===== config.mk =====
export PLATFORM = sky130hd
export DESIGN_NAME = system_clock_source_control
export DESIGN_NICKNAME = d
export VERILOG_FILES = /design/src/logic/clock_ctrl_pkg.sv /design/src/logic/osc_input_filter.sv /design/src/logic/system_clock_source_control.sv
export SDC_FILE = /design/constraint.sdc
export NUM_CORES = 1
export LEC_CHECK = 0
export ABC_AREA = 1
export BUFFER_PORTS_ARGS = -buffer_cell sky130_fd_sc_hd__buf_2
export CAP_MARGIN = 20
export CORE_MARGIN = 5
export CORE_UTILIZATION = 30
export DETAILED_ROUTE_END_ITERATION = 10
export SYNTH_ARGS = -nofsm -noshare
export SYNTH_HDL_FRONTEND = slang
export SYNTH_SLANG_ARGS = --single-unit

===== constraint.sdc =====
create_clock -name clock -period 1.2 [get_ports clock]
set_input_delay 0.06 -clock clock [delete_from_list [all_inputs] [get_ports clock]]
set_output_delay 0.06 -clock clock [all_outputs]
set_load 0.05 [all_outputs]

===== src/logic/clock_ctrl_pkg.sv =====
package clock_ctrl_pkg;

    // Register offsets on the special-function register page
    localparam logic [7:0] ADDR_INT_CTRL = 8'h8A;
    localparam logic [7:0] ADDR_INT_CAL = 8'h8B;
    localparam logic [7:0] ADDR_EXT_CTRL = 8'h8C;
    localparam logic [7:0] ADDR_CLK_SEL = 8'h97;

    // Field positions
    localparam int INT_ON_BIT = 7;
    localparam int INT_OK_BIT = 6;
    localparam int INT_PRESC_LSB = 0;
    localparam int EXT_FLAG_BIT = 7;
    localparam int EXT_MODE_LSB = 4;
    localparam int EXT_RSVD_BIT = 3;
    localparam int EXT_RANGE_LSB = 0;
    localparam int PICK_BIT = 0;

    // Reset values
    localparam logic [7:0] INT_CTRL_RESET = 8'hC0;
    localparam logic [7:0] EXT_CTRL_RESET = 8'h00;
    localparam logic [7:0] CLK_SEL_RESET = 8'h00;
    // Stand-in for the factory trim; the value is arbitrary
    localparam logic [7:0] CAL_RESET_DEFAULT = 8'h80;

    // External mode codes
    localparam logic [2:0] MODE_CMOS = 3'h2;
    localparam logic [2:0] MODE_CMOS_HALF = 3'h3;
    localparam logic [2:0] MODE_XTAL = 3'h6;
    localparam logic [2:0] MODE_XTAL_HALF = 3'h7;

    // Settling counts, in filtered oscillator rising edges
    localparam int INT_SETTLE_EDGES = 16;
    localparam int XTAL_SETTLE_EDGES = 1024;

    // Internal prescaler codes: 00 /8, 01 /4, 10 /2, 11 /1
    typedef enum logic [1:0] {PRESC_DIV8, PRESC_DIV4, PRESC_DIV2, PRESC_DIV1} prescale_type;

    typedef enum logic {SRC_INT, SRC_EXT} source_type;

    typedef enum logic [1:0] {SW_RUN, SW_DRAIN, SW_ARM} switch_state_type;

endpackage : clock_ctrl_pkg


===== src/logic/osc_input_filter.sv =====
module osc_input_filter
(
    input wire logic clock,
    input wire logic rst,
    input wire logic rawIn,
    output logic level,
    output logic rise
);
    logic s1_q, s2_q, s3_q;
    logic level_q, level_d;
    logic rise_q, rise_d;

    // Level moves only once the second and third stages agree
    always_comb
    begin
        level_d = (s2_q == s3_q) ? s3_q : level_q;
        rise_d = level_d && !level_q;
    end

    // Three-stage chain plus filtered level
    always_ff @(posedge clock)
    begin
        if (rst)
        begin
            s1_q <= 1'b0;
            s2_q <= 1'b0;
            s3_q <= 1'b0;
            level_q <= 1'b0;
            rise_q <= 1'b0;
        end
        else
        begin
            s1_q <= rawIn;
            s2_q <= s1_q;
            s3_q <= s2_q;
            level_q <= level_d;
            rise_q <= rise_d;
        end
    end

    assign level = level_q;
    assign rise = rise_q;

endmodule : osc_input_filter


===== src/logic/system_clock_source_control.sv =====
// Summary of operation
// [RULE_01] Reset leaves system clock on internal oscillator
// [RULE_02] Prescale codes 00..11 divide by 8,4,2,1
// [RULE_03] Control bit 7 switches internal oscillator
// [RULE_04] Bit 6 high only at programmed frequency
// [RULE_05] Calibration byte sets period, trimmed reset value
// [RULE_06] Software keeps calibration below frequency maximum
// [RULE_07] One write may enable and select internal
// [RULE_08] Select bit 0 picks source, rest reserved
// [RULE_09] External clock always offered to timers
// [RULE_10] Software switches only to settled sources
// [RULE_11] Crystal-valid flag set after settling, crystal only
// [RULE_12] Software waits before sampling crystal flag
// [RULE_13] Three-bit external mode decode
// [RULE_14] Three-bit drive range field in bits 2..0
// [RULE_15] External control bit 3 reads zero
// [RULE_16] Source change without shortened clock pulses
module system_clock_source_control
#(
    parameter logic [7:0] CalReset = clock_ctrl_pkg::CAL_RESET_DEFAULT,
    parameter int IntSettleEdges = clock_ctrl_pkg::INT_SETTLE_EDGES,
    parameter int XtalSettleEdges = clock_ctrl_pkg::XTAL_SETTLE_EDGES
)
(
    input wire logic clock,
    input wire logic rst,
    input wire logic [7:0] sfrAddr,
    input wire logic sfrWrite,
    input wire logic sfrRead,
    input wire logic [7:0] sfrWdata,
    output logic [7:0] sfrRdata,
    input wire logic intOscRaw,
    input wire logic oscPinA,
    output logic intOscEnable,
    output logic [7:0] calTrim,
    output logic [2:0] extModeOut,
    output logic [2:0] extDriveOut,
    output logic extTimerClk,
    output logic sysClk
);
    import clock_ctrl_pkg::*;

    localparam int IntW = $clog2(IntSettleEdges + 1);
    localparam int XtalW = $clog2(XtalSettleEdges + 1);
    localparam logic [IntW-1:0] IntLimit = IntW'(IntSettleEdges);
    localparam logic [XtalW-1:0] XtalLimit = XtalW'(XtalSettleEdges);

    logic intLevel, intRise, extLevel, extRise;
    logic internalOscOn_q, internalOscOn_d;
    logic internalFreqOk_q, internalFreqOk_d;
    prescale_type internalPrescaleSel_q, internalPrescaleSel_d;
    logic [7:0] calibration_q, calibration_d;
    logic [2:0] externalModeSel_q, externalModeSel_d;
    logic [2:0] externalDriveRange_q, externalDriveRange_d;
    logic clockSourcePick_q, clockSourcePick_d;
    logic crystalSettledFlag_q, crystalSettledFlag_d;
    logic [IntW-1:0] intSettle_q, intSettle_d;
    logic [XtalW-1:0] xtalSettle_q, xtalSettle_d;
    logic [2:0] divCnt_q, divCnt_d;
    logic extHalf_q, extHalf_d;
    logic [7:0] rdata_q, rdata_d;
    logic intSrcLevel, extSrcLevel, crystalMode;
    logic wrIntCtrl, wrCal, wrExtCtrl, wrSel;

    // Oscillator inputs cross into the clock domain here
    osc_input_filter u_int_filter
    (
        .clock(clock),
        .rst(rst),
        .rawIn(intOscRaw),
        .level(intLevel),
        .rise(intRise)
    );

    osc_input_filter u_ext_filter
    (
        .clock(clock),
        .rst(rst),
        .rawIn(oscPinA),
        .level(extLevel),
        .rise(extRise)
    );

    // Write strobes per register
    assign wrIntCtrl = sfrWrite && (sfrAddr == ADDR_INT_CTRL);
    assign wrCal = sfrWrite && (sfrAddr == ADDR_INT_CAL);
    assign wrExtCtrl = sfrWrite && (sfrAddr == ADDR_EXT_CTRL);
    assign wrSel = sfrWrite && (sfrAddr == ADDR_CLK_SEL);
    assign crystalMode = (externalModeSel_q[2:1] == MODE_XTAL[2:1]);

    // Software-visible register next state
    always_comb
    begin
        internalOscOn_d = internalOscOn_q;
        internalPrescaleSel_d = internalPrescaleSel_q;
        calibration_d = calibration_q;
        externalModeSel_d = externalModeSel_q;
        externalDriveRange_d = externalDriveRange_q;
        clockSourcePick_d = clockSourcePick_q;
        if (wrIntCtrl)
        begin
            internalOscOn_d = sfrWdata[INT_ON_BIT]; // RULE_03
            internalPrescaleSel_d = prescale_type'(sfrWdata[INT_PRESC_LSB +: 2]);
        end
        if (wrCal)
        begin
            calibration_d = sfrWdata; // RULE_05
        end
        if (wrExtCtrl)
        begin
            externalModeSel_d = sfrWdata[EXT_MODE_LSB +: 3]; // RULE_13
            externalDriveRange_d = sfrWdata[EXT_RANGE_LSB +: 3]; // RULE_14
        end
        if (wrSel)
        begin
            clockSourcePick_d = sfrWdata[PICK_BIT]; // RULE_08
        end
    end

    always_ff @(posedge clock)
    begin
        if (rst)
        begin
            internalOscOn_q <= INT_CTRL_RESET[INT_ON_BIT]; // RULE_01
            internalPrescaleSel_q <= prescale_type'(INT_CTRL_RESET[INT_PRESC_LSB +: 2]);
            calibration_q <= CalReset; // RULE_05
            externalModeSel_q <= EXT_CTRL_RESET[EXT_MODE_LSB +: 3];
            externalDriveRange_q <= EXT_CTRL_RESET[EXT_RANGE_LSB +: 3];
            clockSourcePick_q <= CLK_SEL_RESET[PICK_BIT]; // RULE_01
        end
        else
        begin
            internalOscOn_q <= internalOscOn_d;
            internalPrescaleSel_q <= internalPrescaleSel_d;
            calibration_q <= calibration_d;
            externalModeSel_q <= externalModeSel_d;
            externalDriveRange_q <= externalDriveRange_d;
            clockSourcePick_q <= clockSourcePick_d;
        end
    end

    // Settling trackers for both oscillators
    always_comb
    begin
        intSettle_d = intSettle_q;
        internalFreqOk_d = internalFreqOk_q;
        if (!internalOscOn_d)
        begin
            intSettle_d = '0;
            internalFreqOk_d = 1'b0; // RULE_04
        end
        else if (intRise && !internalFreqOk_q)
        begin
            intSettle_d = intSettle_q + 1'b1;
            internalFreqOk_d = (intSettle_d == IntLimit); // RULE_04
        end
        xtalSettle_d = xtalSettle_q;
        crystalSettledFlag_d = crystalSettledFlag_q;
        if (wrExtCtrl || !crystalMode)
        begin
            // Any external-control write, or a non-crystal mode, restarts the settling count
            xtalSettle_d = '0;
            crystalSettledFlag_d = 1'b0; // RULE_11
        end
        else if (extRise && !crystalSettledFlag_q)
        begin
            xtalSettle_d = xtalSettle_q + 1'b1;
            crystalSettledFlag_d = (xtalSettle_d == XtalLimit); // RULE_11
        end
    end

    always_ff @(posedge clock)
    begin
        if (rst)
        begin
            intSettle_q <= IntLimit;
            internalFreqOk_q <= INT_CTRL_RESET[INT_OK_BIT];
            xtalSettle_q <= '0;
            crystalSettledFlag_q <= EXT_CTRL_RESET[EXT_FLAG_BIT];
        end
        else
        begin
            intSettle_q <= intSettle_d;
            internalFreqOk_q <= internalFreqOk_d;
            xtalSettle_q <= xtalSettle_d;
            crystalSettledFlag_q <= crystalSettledFlag_d;
        end
    end

    // Dividers for the internal prescaler and the external halving stage
    always_comb
    begin
        divCnt_d = intRise ? divCnt_q + 3'h1 : divCnt_q;
        extHalf_d = extRise ? !extHalf_q : extHalf_q;
        unique case (internalPrescaleSel_q) // RULE_02
            PRESC_DIV8: intSrcLevel = divCnt_q[2];
            PRESC_DIV4: intSrcLevel = divCnt_q[1];
            PRESC_DIV2: intSrcLevel = divCnt_q[0];
            PRESC_DIV1: intSrcLevel = intLevel;
        endcase
        intSrcLevel = intSrcLevel && internalOscOn_q; // RULE_03
        // Off for 00x, halved for 011, 10x and 111
        if (externalModeSel_q[2:1] == 2'h0) // RULE_13
        begin
            extSrcLevel = 1'b0;
        end
        else if (externalModeSel_q[0] || externalModeSel_q[2:1] == 2'h2)
        begin
            extSrcLevel = extHalf_q;
        end
        else
        begin
            extSrcLevel = extLevel;
        end
    end

    always_ff @(posedge clock)
    begin
        if (rst)
        begin
            divCnt_q <= 3'h0;
            extHalf_q <= 1'b0;
        end
        else
        begin
            divCnt_q <= divCnt_d;
            extHalf_q <= extHalf_d;
        end
    end

    // Glitch-free source switch: drain old source low, wait new low
    switch_state_type swState_q, swState_d;
    source_type activeSrc_q, activeSrc_d;
    logic sysClk_q, sysClk_d;
    logic extTimerClk_q;
    logic activeLevel, pickLevel;

    always_comb
    begin
        activeLevel = (activeSrc_q == SRC_EXT) ? extSrcLevel : intSrcLevel;
        pickLevel = clockSourcePick_q ? extSrcLevel : intSrcLevel;
        swState_d = swState_q;
        activeSrc_d = activeSrc_q;
        sysClk_d = activeLevel;
        unique case (swState_q)
            SW_RUN:
            begin
                if (clockSourcePick_q != activeSrc_q) // RULE_07
                begin
                    swState_d = SW_DRAIN;
                end
            end
            SW_DRAIN:
            begin
                if (!activeLevel) // RULE_16
                begin
                    sysClk_d = 1'b0;
                    swState_d = SW_ARM;
                end
            end
            SW_ARM:
            begin
                sysClk_d = 1'b0;
                if (!pickLevel) // RULE_16
                begin
                    activeSrc_d = source_type'(clockSourcePick_q);
                    swState_d = SW_RUN;
                end
            end
        endcase
    end

    always_ff @(posedge clock)
    begin
        if (rst)
        begin
            swState_q <= SW_RUN;
            activeSrc_q <= SRC_INT; // RULE_01
            sysClk_q <= 1'b0;
            extTimerClk_q <= 1'b0;
        end
        else
        begin
            swState_q <= swState_d;
            activeSrc_q <= activeSrc_d;
            sysClk_q <= sysClk_d;
            extTimerClk_q <= extSrcLevel; // RULE_09
        end
    end

    // Read mux, registered on the read strobe
    always_comb
    begin
        rdata_d = rdata_q;
        if (sfrRead)
        begin
            unique case (sfrAddr)
                ADDR_INT_CTRL: rdata_d = {internalOscOn_q, internalFreqOk_q, 4'h0,
                                          internalPrescaleSel_q};
                ADDR_INT_CAL: rdata_d = calibration_q;
                ADDR_EXT_CTRL: rdata_d = {crystalSettledFlag_q, externalModeSel_q, 1'b0,
                                          externalDriveRange_q}; // RULE_15
                ADDR_CLK_SEL: rdata_d = {7'h00, clockSourcePick_q}; // RULE_08
                default: rdata_d = 8'h00;
            endcase
        end
    end

    always_ff @(posedge clock)
    begin
        if (rst)
        begin
            rdata_q <= 8'h00;
        end
        else
        begin
            rdata_q <= rdata_d;
        end
    end

    // Outputs, each from a flip-flop
    assign sfrRdata = rdata_q;
    assign intOscEnable = internalOscOn_q;
    assign calTrim = calibration_q;
    assign extModeOut = externalModeSel_q;
    assign extDriveOut = externalDriveRange_q; // RULE_14
    assign extTimerClk = extTimerClk_q;
    assign sysClk = sysClk_q;
endmodule : system_clock_source_control


* After elaboration in Yosys (flattened, before gate mapping)
Cells that the tools add are included.
** Word-level totals
- Output and inout port bits :: 25
- Word-level logic and storage cells :: 96
- Flip-flop bits (word level) :: 63
- Input bits :: 22
** Operators by class
- Eq/ne operators :: 20
- Add/subtract/negate cells :: 3
- Muxes and demuxes :: 19
- Reductions and logical operators :: 24
- Bitwise logic cells :: 2
** Operators with widths (number)
- 8-bit == test (second input constant) :: 4
- 8-bit one-hot mux with 4 select lines :: 1
- 11-bit by 1-bit adder with 11-bit output (second input constant) :: 1
- 11-bit == test (second input constant) :: 1
- 2-bit == test (second input constant) :: 5
- 1-bit 2-to-1 mux :: 10
- 5-bit 2-to-1 mux :: 2
- 1-bit logical AND :: 9
- 1-bit logical NOT :: 6
- 2-bit logical NOT :: 3
- 2-bit 2-to-1 mux :: 3
- 2-bit != test (second input constant) :: 3
- 2-bit one-hot mux with 3 select lines :: 1
- 5-bit by 1-bit adder with 5-bit output (second input constant) :: 1
- 5-bit == test (second input constant) :: 1
- 2-bit by 1-bit == test with 1-bit output (second input constant) :: 2
- 1-bit one-hot mux with 4 select lines :: 1
- 2-bit OR reduction :: 2
- 3-bit by 1-bit adder with 3-bit output (second input constant) :: 1
- 3-bit AND reduction :: 1
- 1-bit == test :: 2
- 1-bit logical OR :: 2
- 2-bit by 1-bit != test with 1-bit output (second input constant) :: 1
- 1-bit NOT :: 2
- other kinds (3) :: 3

* Logic depth before layout (Yosys ltp)
Gate-level depths: netlist of run 1.
- Depth in word-level cells :: 7
- Gate-level depth with buffers :: 11
- Gate-level depth less buffers :: 11

* By module
From an unflattened synthesis of run 1, not the netlist that was laid out.
** Second synthesis, totals
- Cells, all modules :: 403
- Area, all modules :: 2916.5 um2
** Modules (own cells, without submodules)
- system_clock_source_control :: sequential area each 1061.0 um2, instances 1, cells each 371, area an instance 2611.3 um2
- osc_input_filter :: sequential area each 100.1 um2, instances 2, cells each 16, area an instance 152.6 um2

* Least setup slack after synthesis of run 1
OpenSTA, ideal clock, no wires.
- Path kind :: flip-flop to flip-flop
- From :: register externalModeSel_q[1], in the netlist extModeOut[1]
- To :: register swState_q[0]
- Stages on the path, launching flop included :: 12
- Arrival time :: 1.431 ns
- Library setup time :: 0.110 ns
- Clock period less this slack :: 1.540 ns
- Path slack :: -0.340 ns
- Data required time :: 1.090 ns
- Buffers on the path :: 0
- Cells stage by stage :: dfxtp_1 inv_1 nand2_1 nand3_1 nand2_1 inv_1 nand2_1 nand3_1 nand3_1 nand2_1 inv_1 nor2_1
** On the way
- Word-level cells in the longest chain between the ends :: 7
- Elaborated cells between the ends (all ways) :: 10
- Those cells by class :: 3 x eq/ne; 4 x mux; 3 x reduce/logical
** RTL lines
- from (decl) :: line system_clock_source_control.sv:53 : logic [2:0] externalModeSel_q, externalModeSel_d;
- from (signal assigned) :: line system_clock_source_control.sv:127 : externalModeSel_q <= EXT_CTRL_RESET[EXT_MODE_LSB +: 3];
- from (signal assigned) :: line system_clock_source_control.sv:136 : externalModeSel_q <= externalModeSel_d;
- 2-bit == test :: line system_clock_source_control.sv:207 : else if (externalModeSel_q[0] || externalModeSel_q[2:1] == 2'h2)
- 1-bit logical OR :: line system_clock_source_control.sv:207
- 1-bit 2-to-1 mux :: line system_clock_source_control.sv:207
- 1-bit 2-to-1 mux * :: line system_clock_source_control.sv:203 : if (externalModeSel_q[2:1] == 2'h0)
- 1-bit 2-to-1 mux (on tied branches) :: line system_clock_source_control.sv:241, system_clock_source_control.sv:240
- 2-bit != test (no line)
- 3-bit AND reduction (no line) *
- to (signal assigned) :: line system_clock_source_control.sv:284 : swState_q <= swState_d;
- to (decl) :: line system_clock_source_control.sv:232 : switch_state_type swState_q, swState_d;
Mark *: on every way between the ends. The rest lies on a longest branch, timed or not.
A chain may end at the register's enable or synchronous reset.

* Worst setup path after layout of run 1
- From :: register xtalSettle_q[1]
- To :: register crystalSettledFlag_q
** On the way
- Word-level cells in the longest chain between the ends :: 2
** RTL lines
- from (decl) :: line system_clock_source_control.sv:58 : logic [XtalW-1:0] xtalSettle_q, xtalSettle_d;
- from (signal assigned) :: line system_clock_source_control.sv:185 : xtalSettle_q <= xtalSettle_d;
- 11-bit by 1-bit adder with 11-bit output :: line system_clock_source_control.sv:167 : xtalSettle_d = xtalSettle_q + 1'b1;
- 11-bit == test :: line system_clock_source_control.sv:168 : crystalSettledFlag_d = (xtalSettle_d == XtalLimit);
- to (signal assigned) :: line system_clock_source_control.sv:179 : crystalSettledFlag_q <= EXT_CTRL_RESET[EXT_FLAG_BIT];
- to (signal assigned) :: line system_clock_source_control.sv:186 : crystalSettledFlag_q <= crystalSettledFlag_d;
- to (decl) :: line system_clock_source_control.sv:56 : logic crystalSettledFlag_q, crystalSettledFlag_d;
Every way passes these cells.

==> results of run 1 <==
==> kinds of logic (layout without fill, tap and decap cells) <==
group,after synthesis,after routing,synth area share
simple gates,187,187,0.279
compound gates,72,72,0.137
buf+inv,68,157,0.0896
flops,63,63,0.437
xor+xnor,9,9,0.0273
fa+ha+maj,7,7,0.0303
==> cell usage after synthesis (all sizes together) <==
master,count
nor2,44
xnor2,4
a21oi,39
xor2,5
nand3b,1
clkbuf,7
o221ai,1
clkinv,1
nand3,33
nor4,2
nand4,7
nor3,3
nand2,97
ha,7
inv,57
dfxtp,63
o211ai,4
o21ai,20
buf,3
o22ai,3
a211oi,5
==> metrics by stage <==
| stage | util | area (um^2) | instances |
|---|---|---|---|
| 2_1_floorplan | - | 2950 | 406 |
| 3_3_place_gp | 0.383 | 3570 | 602 |
| 3_5_place_dp | 0.383 | 3570 | 602 |
| 4_1_cts | 0.415 | 3870 | 624 |
| 5_1_grt | 0.425 | 3970 | 624 |
| 6_report | 0.425 | 3970 | 624 |
==> final cells by class <==
class                      instances  share of cell area
multi-input combinational        275               0.382
sequential                        63               0.327
timing repair buffer              83               0.141
inverter                          58              0.0555
tap                              129              0.0407
clock buffer                      10              0.0322
clock inverter                     6              0.0211
==> power by group through the flow <==
| stage | combinational [uW] | clock (uW) | sequential (uW) |
|---|---|---|---|
| floorplan | 322 | 0 | 2220 |
| global placement | 473 | 0 | 2210 |
| detailed placement | 491 | 0 | 2210 |
| CTS | 508 | 2040 | 2160 |
| global route | 568 | 2140 | 2170 |
| finish | 505 | 2000 | 2160 |
==> placed cells by master, fill, tap and decap left out, types with 4 or more instances in the layout <==
cell type       n
xor2_1          5
o21ai_0        18
clkbuf_8        9
nand3_1        23
nor2_2          4
ha_1            5
dfxtp_1        48
nand2_2        12
a21oi_1        38
nand2_1        84
buf_4          29
xnor2_1         4
dfxtp_2         8
buf_2          46
nand3_2         9
dfxtp_4         7
a211oi_1        4
inv_1          50
dlygate4sd3_1   5
nor2_1         37
nand4_1         7
inv_2           7
==> worst register-to-register path, cell delays in order (launching register included) <==
cell and delay, ns:
dfxtp_4 0.37, nand3_2 0.11, buf_4 0.15, xor2_1 0.15, nor2_1 0.11, nand2_1 0.07, nor2_1 0.08, nand2_1 0.05
a21oi_1 0.10
==> layer usage <==
layer	global-route usage	vias up
met5	0	-
met2	0.202	56
met3	0.0358	10
met4	0.0514	0
li1	-	1484
met1	0.166	1290
==> path summary, 6_finish.rpt <==
path	from	cells past startpoint	end	slack, ns
setup / recovery	xtalSettle_q[1]	8	crystalSettledFlag_q	-0.07
hold / removal	sfrWdata[0]	3	extDriveOut[0]	0.01
setup reg to reg	xtalSettle_q[1]	8	crystalSettledFlag_q	-0.07
hold reg to reg	u_int_filter.s1_q	2	u_int_filter.s2_q	0.40
==> sequential cells by signal, summed over array words and instances (netlist names), 2 cells and up <==
signal,count
swState_q,2
divCnt_q,3
internalPrescaleSel_q,2
xtalSettle_q,11
extModeOut,3
sfrRdata,8
calTrim,8
extDriveOut,3
intSettle_q,5
==> what timing repair did <==
item,4_1_cts,5_1_grt
hold buffers,5,0
setup endpoints to repair,5,13
cloned,0,0
buffers inserted,1,0
endpoints found under the hold margin,5,0
gates resized for setup,11,31
pin swaps,4,14
==> flow_summary.yaml, run 1 <==
global_routing:
  grt-ovfl-total: 0
  grt_pass1_vias: 2689
  antenna_found_initial: 0
  grt_first_pass_wirelength_um: 12000
  grt_max_degree: 29
  grt_use_total: 0.128
status:
  status: "finished with violations"
  violations: "negative setup slack"
pwr:
  swShare: 0.249
  p_int_uw: 3500
  vdd_ir_drop_max_mv: 0.570
  powerDensity_mw_per_mm2: 1180
  p_total_uw: 4660
  power_frac_comb: 0.108
  seqPwrFrac: 0.463
  clock_power_share: 0.429
  leakagePower_uw: 0.00168
  p_sw_uw: 1160
synth:
  synth_nets: 435
  yosysSeqAreaShare: 0.437
  synthTopCellsByArea: "dfxtp_1 44%, nand2_1 12%, inv_1 7.3%"
  syn_area_per_cell_um2: 7.12
  ys_ff_latch: 63
  yosys.cell_types.count: 27
  syn_area_mm2: 0.00289
  synth_top_area_cell: "dfxtp_1"
  synth_cells: 406
  ys_warn_count: 0
  synth_top_cell_area_share: 0.437
worst_setup_path:
  crit_fanout: 3
  worst-path-buf-inv: 1
  critical_path.endpoint_type: "flop"
  cp.arrival_ns: 1.53
  critical-path-max-stage-delay_ns: 0.37
  path_cells: "nand3_2 -> buf_4 -> xor2_1 -> nor2_1 -> nand2_1 -> nor2_1 -> nand2_1 -> a21oi_1"
  cp_slowest_cell: "dfxtp_4"
  cp.required_ns: 1.47
  worstSetupPathType: "flop to flop"
  crit_family: "simple AND/OR/NAND/NOR gates"
  critPathLaunchType: "flop"
final_layout:
  multi_input_area_mm2: 0.00152
  syn2layout_area_growth_pct: 37.2
  drive_above_1_share: 0.311
  nNetsFinal: 519
  register_area_mm2: 0.00130
  nFillCells: 958
  diodes: 0
clock_network:
  clock_latency_ns: 0.34
  cts.clk_slew.worst_paths_ns: 0.08
  cts_made_buffers: 9
  cts_sinks: 63
  cts_tree: "done"
  cts-root-buf: "clkbuf_8"
  cts_buffer_depth: 2
  htree_levels: 3
timing:
  layout_min_cycle_time_ns: 1.27
  tns_ns: -0.0667
  relSlewSlack: 0.796
  skew_ns: 0.0152
  rsz0062_at_grt: "true"
  finalMaxSlewViolations: 0
  finalHoldViolCount: 0
  worst_slew_pin_slew_ns: 0.305
  fmax_ghz: 0.789
  holdWs_ns: 0.0114
  fin_ws_ns: -0.0667
  finalCritPeriodShare: 1.06
  finalSetupViolCount: 1
drt:
  vias: 2840
  drt-wirelength-per-cell_um: 11.6
  met2_length_um: 3350
  met1_length_um: 3350
  drc_errors: 0
  viasPerCell: 4.55
  ant_nets: 0
  dr.pass1.iters: 6
  drtIter0Drc: 127
  top_layer: "met4"
  wirelength_um: 7250
  met3_length_um: 421
floorplan:
  die_h_um: 108
  core_area_mm2: 0.00933
  die_area_mm2: 0.0117
  die_w_um: 108
  start_util: 0.310
  rows: 35
  ios: 47
place:
  dp_hpwl_um: 5430
  gp_congestion: 0.848
  io_buffer_count: 46
  place_ws_ns: -0.104
job:
  maxCapViolations: 0
hold_path:
  min_path_type: "primary input to flop"
No activity file was read; power rests on OpenSTA's default activity.
==> run 2, diff against run 1 <==
- CELL_PAD_IN_SITES_DETAIL_PLACEMENT: not set -> 2
- CELL_PAD_IN_SITES_GLOBAL_PLACEMENT: not set -> 2
- CORE_UTILIZATION: 30 -> 28
- PLACE_DENSITY_LB_ADDON: not set -> 0.1
==> run 2 against run 1 <==
The run still ends with negative setup slack left. Count of clock-buffer cells in the layout down 1. Largest cell class unchanged. Hold slack better by 0.014 ns. Critical path type unchanged. Via count up 7.0%. Non-clock buffer count up 22. Register-to-register slack worse by 0.08 ns. Power up 2.9%. First-iteration DRC count down 43%. Utilization down 0.84 points. Sequential power about the same. Clock power up 3%. Wire length up 42%. Critical endpoint unchanged. Critical path depth up 3.
==> flow_summary.yaml, run 2 (synthesis results as in run 1) <==
timing:
  worst_slew_pin_slew_ns: 0.322
  finalHoldViolCount: 0
  finalSetupViolCount: 7
  finalMaxSlewViolations: 0
  skew_ns: 0.0101
  fmax_ghz: 0.741
  tns_ns: -0.273
  fin_ws_ns: -0.150
  relSlewSlack: 0.785
  layout_min_cycle_time_ns: 1.35
  holdWs_ns: 0.0256
  finalCritPeriodShare: 1.12
  rsz0062_at_grt: "true"
worst_setup_path:
  path_cells: "ha_4 -> nand2_4 -> inv_4 -> nand2_2 -> nand2_1 -> nand2_1 -> nor2_1 -> nand2_1 -> nor2_1 -> nand2_1 -> a21oi_2"
  critical_path.endpoint_type: "flop"
  cp.arrival_ns: 1.64
  crit_fanout: 3
  cp.required_ns: 1.49
  worst-path-buf-inv: 1
  cp_slowest_cell: "dfxtp_4"
  worstSetupPathType: "flop to flop"
  critPathLaunchType: "flop"
  crit_family: "simple AND/OR/NAND/NOR gates"
  path_common_cell: "nand2_1"
  critical-path-max-stage-delay_ns: 0.37
floorplan:
  core_area_mm2: 0.0102
  die_h_um: 112
  die_area_mm2: 0.0124
  rows: 37
  ios: 47
  start_util: 0.284
  die_w_um: 112
final_layout:
  nFillCells: 1211
  drive_above_1_share: 0.379
  diodes: 0
  multi_input_area_mm2: 0.00162
  largest_reg_flops: 11
  largest-register: "xtalSettle_q"
  final_cell_area_mm2: 0.00424
  final_common_cell: "nand2_1"
  register_area_mm2: 0.00130
  final_cell_mix: "78 x nand2_1, 51 x buf_4, 47 x dfxtp_1"
  syn2layout_area_growth_pct: 46.9
  nNetsFinal: 541
clock_network:
  cts_tree: "done"
  clock_latency_ns: 0.35
  cts_made_buffers: 9
  cts-root-buf: "clkbuf_8"
  htree_levels: 3
  cts_buffer_depth: 2
  cts.clk_slew.worst_paths_ns: 0.08
  cts_sinks: 63
place:
  dpl_cell_area_mm2: 0.00368
  gp_congestion: 0.792
  dp_hpwl_um: 7480
  io_buffer_count: 46
job:
  maxCapViolations: 0
global_routing:
  grt_use_total: 0.170
  grt_first_pass_wirelength_um: 17100
  grt_pass1_vias: 3468
  antenna_found_initial: 0
  grt_max_degree: 29
  grt-ovfl-total: 0
drt:
  viasPerCell: 4.66
  drtIter0Drc: 72
  ant_nets: 0
  wirelength_um: 10300
  vias: 3040
  dr.pass1.iters: 4
  drc_errors: 0
  drt-wirelength-per-cell_um: 15.7
pwr:
  vdd_ir_drop_max_mv: 0.652
  powerDensity_mw_per_mm2: 1130
  leakagePower_uw: 0.00181
hold_path:
  min_path_type: "primary input to flop"
status:
  violations: "negative setup slack"
  status: "finished with violations"
[run 2: cell types whose count changed in the layout (fill, tap and decap cells not counted), sizes merged]
cell,before,now
clkinv,2,4
inv,59,58
buf,78,99
[run 2: worst paths after layout]
check                                        from              endpoint  slack, ns  cells after the start
worst max-delay path              xtalSettle_q[0]  crystalSettledFlag_q      -0.15                     11
worst min register to register  u_ext_filter.s1_q     u_ext_filter.s2_q       0.41                      2
worst max register to register    xtalSettle_q[0]  crystalSettledFlag_q      -0.15                     11
worst min-delay path                  sfrWdata[7]            calTrim[7]       0.03                      3
[run 2: timing repair]
action,CTS,global route
resized for setup,41,39
hold buffers,5,0
setup buffers,5,3
endpoints found under the setup margin,12,18
pin swaps,10,21
hold endpoints to repair,5,0
[run 2: metrics by stage]
stage	setup WS [ns]	utilization	cells	total power [uW]
2_1_floorplan	0.00528	-	406	2540
3_3_place_gp	-0.146	0.361	626	2710
3_5_place_dp	-0.216	0.361	626	2740
4_1_cts	-0.108	0.403	651	4840
5_1_grt	-0.280	0.417	653	5040
6_report	-0.150	0.417	653	4800
[run 2: where the power goes]
part	internal [uW]	switching, uW	total, uW
registers	2120	29.4	2150
clock network	1150	906	2060
logic	227	356	583
[run 2: layer usage]
metal	up-vias	global-route usage	part of all wire
met4	0	0.0560	0.014
met3	12	0.0293	0.018
li1	1521	-	-
met5	-	0	0
met2	29	0.316	0.54
met1	1478	0.198	0.43
[run 2: tightest hold or removal path: cells and delay by family]
family / cells / cell delay [ns]
AO/OA/AOI/OAI: 1 / 0.16
buffers and inverters: 2 / 0.12
[run 2: cell type report]
class / count / area share
inverters: 58 / 0.0542
multi-input cells: 275 / 0.381
clock inverters: 7 / 0.0206
clock buffers: 9 / 0.0292
well taps: 136 / 0.0401
repair buffers: 105 / 0.168
flip-flops and latches: 63 / 0.307
